==> config.mk <==
export PLATFORM = sky130hd
export DESIGN_NAME = iprc_regs
export DESIGN_NICKNAME = d
export VERILOG_FILES = /design/src/logic/iprc_pkg.sv /design/src/logic/iprc_field.sv /design/src/logic/iprc_regs.sv
export SDC_FILE = /design/constraint.sdc
export NUM_CORES = 1
export LEC_CHECK = 0
export BUFFER_PORTS_ARGS = -buffer_cell sky130_fd_sc_hd__buf_2
export CAP_MARGIN = 20
export CORE_ASPECT_RATIO = 1.25
export CORE_MARGIN = 10
export CORE_UTILIZATION = 43
export CTS_CLUSTER_DIAMETER = 40
export DETAILED_ROUTE_END_ITERATION = 7
export GPL_TIMING_DRIVEN = 0
export PLACE_DENSITY = 0.79
export RECOVER_POWER = 50
export SLEW_MARGIN = 20
export SYNTH_ARGS = -nofsm -noshare
export SYNTH_HDL_FRONTEND = slang
export SYNTH_HIERARCHICAL = 1
export SYNTH_SLANG_ARGS = --single-unit
==> constraint.sdc <==
create_clock -name pclk -period 4.9 [get_ports pclk]
set_input_delay 0.49 -clock pclk [delete_from_list [all_inputs] [get_ports pclk]]
set_output_delay 0.49 -clock pclk [all_outputs]
set_load 0.02 [all_outputs]
==> src/logic/iprc_pkg.sv <==
// Package: register map, field layout and reset values of the priority slice
package iprc_pkg;
    // ------------------------------------------------------------------
    // Register byte offsets
    // ------------------------------------------------------------------
    localparam logic [11:0] IPRC_OFF_CMP4   = 12'h000;
    localparam logic [11:0] IPRC_OFF_ADCP   = 12'h004;
    localparam logic [11:0] IPRC_OFF_LEVELS = 12'h008;
    localparam logic [11:0] IPRC_OFF_ACTIVE = 12'h00C;
    localparam logic [11:0] IPRC_OFF_PEND   = 12'h010;

    // ------------------------------------------------------------------
    // Field layout
    // ------------------------------------------------------------------
    localparam int IPRC_PRIO_W       = 3;
    localparam int IPRC_NSRC         = 4;
    localparam int IPRC_CMP4_LSB     = 0;
    localparam int IPRC_ADCP0_LSB    = 4;
    localparam int IPRC_ADCP1_LSB    = 8;
    localparam int IPRC_ADCP2_LSB    = 12;
    localparam int IPRC_SRC_CMP4     = 0;
    localparam int IPRC_SRC_ADCP0    = 1;
    localparam int IPRC_SRC_ADCP1    = 2;
    localparam int IPRC_SRC_ADCP2    = 3;

    // ------------------------------------------------------------------
    // Reset and level codes
    // ------------------------------------------------------------------
    localparam logic [2:0]  IPRC_PRIO_RESET   = 3'h4;
    localparam logic [2:0]  IPRC_PRIO_OFF     = 3'h0;
    localparam logic [2:0]  IPRC_PRIO_LOWEST  = 3'h1;
    localparam logic [2:0]  IPRC_PRIO_HIGHEST = 3'h7;
    localparam logic [15:0] IPRC_CMP4_MASK    = 16'h0007;
    localparam logic [15:0] IPRC_ADCP_MASK    = 16'h7770;
endpackage

==> src/logic/iprc_field.sv <==
// One three-bit priority field with its request gate
`timescale 1ns/10ps
module iprc_field
    import iprc_pkg::*;
(
    // Clock and reset
    input  wire logic                   pclk,
    input  wire logic                   presetn,
    // Software write
    input  wire logic                   wr_en,
    input  wire logic [IPRC_PRIO_W-1:0] wr_data,
    // Source event
    input  wire logic                   src_req,
    // Results
    output logic      [IPRC_PRIO_W-1:0] level,
    output logic                        req_out
);
    logic [IPRC_PRIO_W-1:0] level_reg;

    always_ff @(posedge pclk or negedge presetn) begin
        if (!presetn) begin
            level_reg <= IPRC_PRIO_RESET;
        end else if (wr_en) begin
            level_reg <= wr_data;
        end
    end

    // Level equals field code; code zero blocks the source
    assign level   = level_reg;
    assign req_out = src_req && (level_reg != IPRC_PRIO_OFF);
endmodule // iprc_field

==> src/logic/iprc_regs.sv <==
// Interrupt priority slice: comparator four and ADC pairs zero to two
//
// Contract
// - Bits 2-0 of the first register hold the writable priority of the comparator four source.
// - Field code 111 gives level seven, the highest, and every other code gives its own numeric level.
// - Field code 001 gives level one, the lowest level that still raises a request.
// - Field code 000 disables the source so it never requests service.
// - Bits 15-3 of the first register ignore writes and read as zero.
`timescale 1ns/10ps
module iprc_regs
    import iprc_pkg::*;
(
    // APB slave
    input  wire logic        pclk,
    input  wire logic        presetn,
    input  wire logic        psel,
    input  wire logic        penable,
    input  wire logic        pwrite,
    input  wire logic [11:0] paddr,
    input  wire logic [31:0] pwdata,
    input  wire logic [3:0]  pstrb,
    output logic      [31:0] prdata,
    output logic             pready,
    output logic             pslverr,
    // Source events, bit order: cmp4, pair0, pair1, pair2
    input  wire logic [3:0]  src_req,
    // Gated requests and levels
    output logic      [3:0]  irq_req,
    output logic      [2:0]  comparator_four_priority,
    output logic      [2:0]  adc_pair_zero_priority,
    output logic      [2:0]  adc_pair_one_priority,
    output logic      [2:0]  adc_pair_two_priority,
    output logic      [2:0]  top_level
);
    // ------------------------------------------------------------------
    // Bus decode
    // ------------------------------------------------------------------
    logic        wr_acc;
    logic        hit;
    logic        wr_cmp4;
    logic        wr_adcp;
    logic        wr_lane0;
    logic        wr_lane1;
    logic [31:0] rd_next;
    logic [31:0] prdata_reg;
    logic [2:0]  lvl [IPRC_NSRC];
    logic [3:0]  req_w;
    logic [3:0]  pend_reg;
    logic [2:0]  top_next;
    logic [2:0]  top_reg;

    assign wr_acc   = psel && penable && pwrite;
    assign wr_lane0 = pstrb[0];
    assign wr_lane1 = pstrb[1];
    assign wr_cmp4  = wr_acc && (paddr == IPRC_OFF_CMP4) && wr_lane0;
    assign wr_adcp  = wr_acc && (paddr == IPRC_OFF_ADCP);
    assign hit      = (paddr == IPRC_OFF_CMP4) || (paddr == IPRC_OFF_ADCP) || (paddr == IPRC_OFF_LEVELS)
                   || (paddr == IPRC_OFF_ACTIVE) || (paddr == IPRC_OFF_PEND);
    // Zero wait states; unmapped or writes to read-only registers flag an error
    assign pready   = 1'b1;
    assign pslverr  = psel && penable && (!hit || (pwrite && paddr != IPRC_OFF_CMP4 && paddr != IPRC_OFF_ADCP));

    // ------------------------------------------------------------------
    // Priority fields
    // ------------------------------------------------------------------
    iprc_field u_cmp4 (
        .pclk    (pclk),
        .presetn (presetn),
        .wr_en   (wr_cmp4),
        .wr_data (pwdata[IPRC_CMP4_LSB +: IPRC_PRIO_W]),
        .src_req (src_req[IPRC_SRC_CMP4]),
        .level   (lvl[IPRC_SRC_CMP4]),
        .req_out (req_w[IPRC_SRC_CMP4])
    );
    iprc_field u_adcp0 (
        .pclk    (pclk),
        .presetn (presetn),
        .wr_en   (wr_adcp && wr_lane0),
        .wr_data (pwdata[IPRC_ADCP0_LSB +: IPRC_PRIO_W]),
        .src_req (src_req[IPRC_SRC_ADCP0]),
        .level   (lvl[IPRC_SRC_ADCP0]),
        .req_out (req_w[IPRC_SRC_ADCP0])
    );
    iprc_field u_adcp1 (
        .pclk    (pclk),
        .presetn (presetn),
        .wr_en   (wr_adcp && wr_lane1),
        .wr_data (pwdata[IPRC_ADCP1_LSB +: IPRC_PRIO_W]),
        .src_req (src_req[IPRC_SRC_ADCP1]),
        .level   (lvl[IPRC_SRC_ADCP1]),
        .req_out (req_w[IPRC_SRC_ADCP1])
    );
    iprc_field u_adcp2 (
        .pclk    (pclk),
        .presetn (presetn),
        .wr_en   (wr_adcp && wr_lane1),
        .wr_data (pwdata[IPRC_ADCP2_LSB +: IPRC_PRIO_W]),
        .src_req (src_req[IPRC_SRC_ADCP2]),
        .level   (lvl[IPRC_SRC_ADCP2]),
        .req_out (req_w[IPRC_SRC_ADCP2])
    );

    assign comparator_four_priority = lvl[IPRC_SRC_CMP4];
    assign adc_pair_zero_priority   = lvl[IPRC_SRC_ADCP0];
    assign adc_pair_one_priority    = lvl[IPRC_SRC_ADCP1];
    assign adc_pair_two_priority    = lvl[IPRC_SRC_ADCP2];

    // ------------------------------------------------------------------
    // Gated requests and highest active level
    // ------------------------------------------------------------------
    // Registered so the request never glitches on a field write
    always_ff @(posedge pclk or negedge presetn) begin
        if (!presetn) begin
            pend_reg <= 4'h0;
        end else begin
            pend_reg <= req_w;
        end
    end

    always_comb begin
        top_next = IPRC_PRIO_OFF;
        for (int i = 0; i < IPRC_NSRC; i++) begin
            if (req_w[i] && (lvl[i] > top_next)) begin
                top_next = lvl[i];
            end
        end
    end

    always_ff @(posedge pclk or negedge presetn) begin
        if (!presetn) begin
            top_reg <= IPRC_PRIO_OFF;
        end else begin
            top_reg <= top_next;
        end
    end

    assign irq_req   = pend_reg;
    assign top_level = top_reg;

    // ------------------------------------------------------------------
    // Read path
    // ------------------------------------------------------------------
    always_comb begin
        rd_next = 32'h0000_0000;
        unique case (paddr)
            IPRC_OFF_CMP4: begin
                rd_next[IPRC_CMP4_LSB +: IPRC_PRIO_W] = lvl[IPRC_SRC_CMP4];
            end
            IPRC_OFF_ADCP: begin
                rd_next[IPRC_ADCP0_LSB +: IPRC_PRIO_W] = lvl[IPRC_SRC_ADCP0];
                rd_next[IPRC_ADCP1_LSB +: IPRC_PRIO_W] = lvl[IPRC_SRC_ADCP1];
                rd_next[IPRC_ADCP2_LSB +: IPRC_PRIO_W] = lvl[IPRC_SRC_ADCP2];
            end
            IPRC_OFF_LEVELS: begin
                rd_next[2:0] = top_reg;
            end
            IPRC_OFF_ACTIVE: begin
                rd_next[3:0] = pend_reg;
            end
            IPRC_OFF_PEND: begin
                rd_next[3:0] = src_req;
            end
            default: begin
                rd_next = 32'h0000_0000;
            end
        endcase
    end

    // Data captured in setup so it is ready at the access edge
    always_ff @(posedge pclk or negedge presetn) begin
        if (!presetn) begin
            prdata_reg <= 32'h0000_0000;
        end else if (psel && !penable && !pwrite) begin
            prdata_reg <= rd_next;
        end
    end

    assign prdata = prdata_reg;
endmodule // iprc_regs

==> flow_summary_export.csv, run 1 <==
group,metric,value,unit
drt,drc,0,
synthesis,ys_ff_latch,32,
setup_path,slowest_stage,"dfrtp_1",
cts,root_buffer,"clkbuf_8",
cells_and_area,fill_cells,359,
global_routing,grt_antenna_before_repair,0,
sta,fmax,0.219,GHz
cells_and_area,largest_reg_flops,13,
setup_path,critPathMaxStageDelay,420,ps
cells_and_area,utilization,59.2,%
cells_and_area,antenna_cells,0,
floorplan,core,4130,sq um
setup_path,path_buf_inv,2,
synthesis,synth_warnings,6,
global_routing,gr-total-overflow,0,
worst_hold_path,holdPathStages,2,
cts,clock_latency,280,ps
synthesis,ys_seq_area_share,43.7,%
setup_path,endpoint_kind,"register",
synthesis,synth_cell_types,40,
placed_design,hpwl,4050,um
global_routing,grtUsageMet2,23.8,%
cells_and_area,final_cell_mix,"55 x buf_2, 28 x dfrtp_1, 20 x buf_4, 20 x conb_1, 15 x clkbuf_1",
sta,rsz0062_at_grt,"false",
sta,finalHoldViolCount,0,
global_routing,met3_usage,5.75,%
setup_path,cp.required,5070,ps
cts,htree_levels,2,
sta,timing.slew.headroom,-12.4,%
sta,skew,4.05,ps
global_routing,grt_pass1_vias,1596,
setup_path,critPathTopFamily,"compound AO/OA/AOI/OAI gates",
cts,cts_buffers,5,
floorplan,dieArea,7320,sq um
floorplan,die_h,93.2,um
placed_design,place_ws,247,ps
pwr,power_leakage,1.27,nW
floorplan,start_util,44.6,%
sta,setup_viol,0,
drt,routed_wirelength,4960,um
setup_path,reg2regPathDepth,19,
floorplan,io-pin-count,110,
cts,cts_tree,"done",
cells_and_area,final_net_count,331,
sta,min_period,4570,ps
drt,drt-vias-per-instance,4.84,
cts,cts.sinks,32,
setup_path,critical_path_class,"register to register",
run_status,violations,"max-capacitance violations, max-slew violations",
synthesis,avgSynthCellArea,10.6,sq um
synthesis,synth_area,1840,sq um
drt,initialDrtViolationCount,74,
floorplan,num_rows,26,
setup_path,critical_path_arrival,4740,ps
sta,setup_tns,0,ps
worst_hold_path,hold_class,"primary input to register",
setup_path,worstPathCellList,"o31a_1, and2_2, ha_1, a32oi_1, and2_1, buf_6, mux2i_2, inv_1, ha_1, nor2b_1, o211ai_1, nand3_1, o211ai_2, mux2_4, ha_1, nand3_1, nand2_1, a21oi_2, mux2_2",
sta,min_period_over_period,93.3,%
global_routing,grt_max_degree,33,
flow_run,max_cap_viol_count,1,
setup_path,start_kind,"register",
placed_design,gp_congestion,0.833,
floorplan,die_x,78.6,um
pwr,powerDensity,246,nW/um^2
cells_and_area,syn_to_final_growth,32.6,%
setup_path,path_common_cell,"ha_1",
drt,detail-route-antenna-nets,0,
pwr,ir_worst_vdd,0.154,mV
sta,slew_viol_final,33,
cts,clockBufferDepth,2,
drt,drt_first_pass_iters,4,
synthesis,synth_cells,174,
global_routing,busiest_layer,"met2",
setup_path,crit_fanout,5,
run_status,status,"complete, but fails checks",
drt,dr_total_vias,1562,
sta,fin_ws,326,ps
drt,wire_per_inst,15.4,um
cells_and_area,drive_above_1_share,41.9,%
global_routing,grt_use_met1,13.5,%
global_routing,grt.total_usage,13.4,%
cells_and_area,final_common_cell,"buf_2",
cts,clk_pin_slew,70,ps
placed_design,port_buffers,67,
sta,max_slew.worst_pin.slew,1690,ps
setup_path,cp_num_cells,19,
global_routing,grt_pass1_wl,7840,um
-- worst register-to-register path, stage by stage (launching register included) --
cell      delay [ps]
dfrtp_1          420
o31a_1           370
and2_2           220
ha_1             270
a32oi_1          240
and2_1           180
buf_6            120
mux2i_2          260
inv_1             70
ha_1             290
nor2b_1          150
o211ai_1         220
nand3_1          120
o211ai_2         230
mux2_4           330
ha_1             270
nand3_1           70
nand2_1           70
a21oi_2          180
mux2_2           370
-- per-stage QoR --
step	hold WS (ps)	std cells	instance area (sq um)	power, mW
floorplan	194	192	1910	0.304
global placement	454	315	2320	0.327
detailed placement	470	315	2320	0.327
CTS	276	323	2450	0.604
global route	431	323	2440	0.624
finish	433	323	2440	0.602
-- cell usage after synthesis --
| library cell | n | area (sq um) |
|---|---|---|
| a211oi_1 | 1 | 7.51 |
| a21oi_1 | 2 | 10.0 |
| a221oi_1 | 1 | 8.76 |
| a222oi_1 | 2 | 20.0 |
| a22o_1 | 9 | 78.8 |
| a22oi_1 | 4 | 30.0 |
| a32oi_1 | 2 | 17.5 |
| and2_1 | 2 | 12.5 |
| and2_2 | 1 | 7.51 |
| buf_2 | 1 | 5.00 |
| buf_4 | 20 | 150 |
| buf_6 | 1 | 11.3 |
| clkbuf_1 | 2 | 7.51 |
| conb_1 | 2 | 7.51 |
| dfrtp_1 | 28 | 701 |
| dfstp_2 | 4 | 105 |
| ha_1 | 8 | 100 |
| inv_1 | 11 | 41.3 |
| mux2_2 | 13 | 146 |
| mux2_4 | 2 | 30.0 |
| mux2i_1 | 3 | 30.0 |
| nand2_1 | 9 | 33.8 |
| nand2b_1 | 2 | 12.5 |
| nand3_1 | 7 | 35.0 |
| nand4_1 | 2 | 12.5 |
| nor2_1 | 7 | 26.3 |
| nor2b_1 | 3 | 18.8 |
| nor3_1 | 2 | 10.0 |
| nor3_2 | 1 | 10.0 |
| nor4_1 | 4 | 25.0 |
| o211a_1 | 1 | 10.0 |
| o211ai_1 | 1 | 7.51 |
| o211ai_2 | 1 | 12.5 |
| o21a_1 | 2 | 15.0 |
| o21ai_0 | 5 | 25.0 |
| o21ai_1 | 1 | 5.00 |
| o31a_1 | 4 | 35.0 |
| o31ai_1 | 1 | 7.51 |
| or2_2 | 1 | 6.26 |
| or3b_2 | 1 | 8.76 |
-- layout make-up --
| cell class | count | area (sq um) | area share, % |
|---|---|---|---|
| multi-input combinational | 125 | 908 | 37.2 |
| sequential | 32 | 806 | 33.0 |
| timing repair buffer | 67 | 319 | 13.1 |
| buffer | 24 | 174 | 7.11 |
| clock buffer | 7 | 96.3 | 3.94 |
| tap | 56 | 70.1 | 2.87 |
| inverter | 11 | 41.3 | 1.69 |
| clock inverter | 1 | 30.0 | 1.23 |
-- metal layers --
metal  vias to the layer above  wire (um)
met5                         -          0
met4                         0         60
met3                         5        450
met2                        53       2630
met1                       724       1820
li1                        780          -
-- kinds of logic after synthesis --
logic type | share of synthesized area [%]
and+or+nand+nor | 11.9
AOI/OAI and AO/OA | 15.7
buffers and inverters | 11.7
DFF | 43.7
muxes | 11.2
adders and majority gates | 5.43
other | 0.407
-- what timing repair did --
action                                  CTS  global route
gates resized for setup                   0             4
endpoints found under the setup margin    0             1
setup buffers                             0             0
hold buffers                              0             0
-- worst paths after layout --
path / slack, ps / from / endpoint
setup / recovery: 330 / u_cmp4/level[1] / top_level[0]
hold / removal: 430 / pwdata[9] / u_adcp1/level[1]
setup reg to reg: 330 / u_cmp4/level[1] / top_level[0]
hold reg to reg: 480 / prdata[3] / prdata[3]
max in group asynchronous: 3290 / presetn / prdata[4]
min in group asynchronous: 640 / presetn / prdata[8]
-- where the power goes --
part	leakage, nW	total, mW	internal [mW]	switching [mW]
registers	0.433	0.265	0.264	0.000130
clock network	0.0645	0.278	0.179	0.0991
logic	0.777	0.0588	0.0241	0.0346
total	1.27	0.602	0.468	0.134
No activity file was read; power rests on OpenSTA's default activity.
==> run 2, diff against run 1 <==
- CORE_UTILIZATION: 43 -> 44
- PLACE_DENSITY: 0.79 -> 0.8
- SYNTH_HIERARCHICAL: 1 -> default
==> flow_summary_export.csv, run 2 <==
group,metric,value,unit
synthesis,async_reset_ff_share,100,%
drt,dr_total_vias,1671,
cts,cts_tree,"done",
sta,setup_viol,0,
setup_path,critical_path_arrival,4720,ps
drt,routed_wirelength,5130,um
placed_design,port_buffers,65,
cts,clock_latency,280,ps
drt,drt_first_pass_iters,4,
floorplan,die_x,79.2,um
synthesis,synth_warnings,0,
global_routing,grt.total_usage,13.5,%
sta,finalHoldViolCount,0,
placed_design,postPlaceCellArea,2390,sq um
synthesis,ys_seq_area_share,41.9,%
cells_and_area,antenna_cells,0,
run_status,violations,"max-capacitance violations, max-slew violations",
pwr,ir_worst_vdd,0.145,mV
sta,slew_viol_final,33,
cells_and_area,final_common_cell,"buf_2",
setup_path,crit_fanout,7,
synthesis,avgSynthCellArea,10.6,sq um
sta,setup_tns,0,ps
global_routing,grt_pass1_wl,8170,um
drt,drt-vias-per-instance,5.08,
synthesis,ys_ff_latch,32,
global_routing,gr-total-overflow,0,
sta,skew,8.55,ps
cells_and_area,syn_to_final_growth,27.4,%
synthesis,synth_area,1920,sq um
sta,min_period_over_period,92.8,%
synthesis,synthTopCellsByArea,"dfrtp_1 36%, mux2_2 9.9%, buf_4 7.8%, ha_1 5.9%, dfstp_2 5.5%",
cells_and_area,final_cell_mix,"54 x buf_2, 28 x dfrtp_1, 20 x buf_4, 20 x conb_1",
cts,clockBufferDepth,2,
cts,post_cts_buffers,0,
sta,min_period,4550,ps
synthesis,synth.largest_area_cell,"dfrtp_1",
global_routing,grt_max_degree,33,
synthesis,synth_cell_types,43,
cts,cts.sinks,32,
run_status,status,"complete, but fails checks",
synthesis,yosys.area_share.adder,5.85,%
synthesis,synth_most_common_cell,"dfrtp_1",
drt,detail-route-antenna-nets,0,
synthesis,synth-compound-area-share,16.5,%
sta,timing.slew.headroom,-12.9,%
cts,hold_buffers,0,
floorplan,die_h,93.9,um
pwr,finalPower,516,uW
synthesis,synth-main-ff-cell,"dfrtp_1",
setup_path,cp.required,5070,ps
pwr,power_leakage,1.28,nW
placed_design,gp_congestion,0.844,
cts,root_buffer,"clkbuf_8",
synthesis,synth_edf_count,0,
setup_path,endpoint_kind,"register",
global_routing,grt_pass1_vias,1766,
setup_path,reg2regPathDepth,17,
synthesis,synth_common_cells,"28 x dfrtp_1, 20 x buf_4, 17 x mux2_2",
cts,clk_pin_slew,70,ps
cts,htree_levels,2,
worst_hold_path,holdPathStages,2,
sta,fmax,0.220,GHz
drt,initialDrtViolationCount,74,
cells_and_area,largest_reg_flops,13,
sta,rsz0062_at_grt,"false",
global_routing,grt_antenna_before_repair,0,
floorplan,num_rows,26,
worst_hold_path,holdPathEnd,"u_adcp2.level[0]",
cts,cts_buffers,5,
synthesis,synthSimpleGateAreaFrac,14.3,%
cells_and_area,utilization,58.9,%
floorplan,io-pin-count,110,
setup_path,reg2reg_slack,350,ps
cells_and_area,postLayoutCellArea,2450,sq um
floorplan,start_util,46.2,%
cells_and_area,final_net_count,338,
cts,ctsResizeCount,0,
cells_and_area,drive_above_1_share,40.7,%
sta,max_slew.worst_pin.slew,1690,ps
floorplan,core,4160,sq um
drt,wire_per_inst,15.6,um
flow_run,max_cap_viol_count,1,
synthesis,synth_cells,182,
worst_hold_path,hold_class,"primary input to register",
setup_path,r2r-end,"top_level[0]",
setup_path,timing.rr.start,"u_cmp4.level[2]",
synthesis,synth-xor-area-share,0,%
floorplan,dieArea,7440,sq um
synthesis,synth_top_family_by_area,"compound AO/OA/AOI/OAI gates",
pwr,powerDensity,211,nW/um^2
setup_path,critical_path_class,"register to register",
drt,drc,0,
placed_design,hpwl,4120,um
setup_path,start_kind,"register",
synthesis,muxShareOfSynthArea,9.95,%
synthesis,netlist.area_leader.share,36.4,%
worst_hold_path,min-delay-start,"pwdata[12]",
[run 2: cell count changes in the layout (fill, tap and decap cells not counted), sizes merged, moves of 3 or more]
cell,delta
and3,+6
o22ai,+3
o21bai,+3
mux2i,-3
nor2,-6
o31a,-3
[run 2: cell type report]
cell class,count,area [sq um]
clock inverter,1,5.00
sequential,32,806
timing repair buffer,65,309
fill,389,1710
tap,56,70.1
inverter,11,41.3
buffer,25,173
multi-input combinational,132,972
clock buffer,7,76.3
[run 2: power by group]
part / internal (mW) / switching [mW]
clock: 0.0994 / 0.0903
combinational: 0.0255 / 0.0365
sequential: 0.265 / 0.000136
total: 0.389 / 0.127
[run 2: routing by layer]
metal / share of wire, % / wire length [um] / GRT usage, %
met4: 3.0 / 153 / 7.04
met1: 40 / 2040 / 13.5
met3: 11 / 557 / 6.42
met2: 46 / 2370 / 22.9
met5: 0 / 0 / 0
[run 2: worst max path at each step]
stage / start / depth (start not counted) / slack [ps] / endpoint
4_1_cts: u_cmp4.level[2] / 17 / 390 / top_level[0]
3_5_place_dp: src_req[0] / 18 / 280 / top_level[0]
6_report: u_cmp4.level[2] / 17 / 350 / top_level[0]
5_1_grt: u_cmp4.level[2] / 18 / 40 / top_level[1]
3_3_place_gp: src_req[0] / 18 / 400 / top_level[0]
2_1_floorplan: u_cmp4.level[2] / 17 / 730 / top_level[0]
[run 2: logic make-up after synthesis]
kind of cell	after synthesis
AOI/OAI and AO/OA	44
adders and majority gates	9
buffers and inverters	36
DFF	32
muxes	17
other	2
and+or+nand+nor	42
[run 2: through the flow]
stage                     hold slack (ps)  std cells  setup WS (ps)
after floorplan                       194        200            726
after global placement                465        321            402
after detailed placement              480        321            283
after CTS                             270        329            386
after global routing                  436        329           38.5
final                                 435        329            354
[run 2: critical path, cell delays in order (launching register included)]
cell and delay [ps]:
dfstp_2 570, nand2_1 80, ha_1 310, and3_1 160
a21oi_1 360, nand3_1 140, and2_1 180, ha_1 270
nor2b_1 120, o21ai_0 100, a211o_1 380, and3_1 200
o21bai_1 160, ha_1 290, nor2b_1 140, o21a_1 170
o21ai_0 410, mux2_2 390
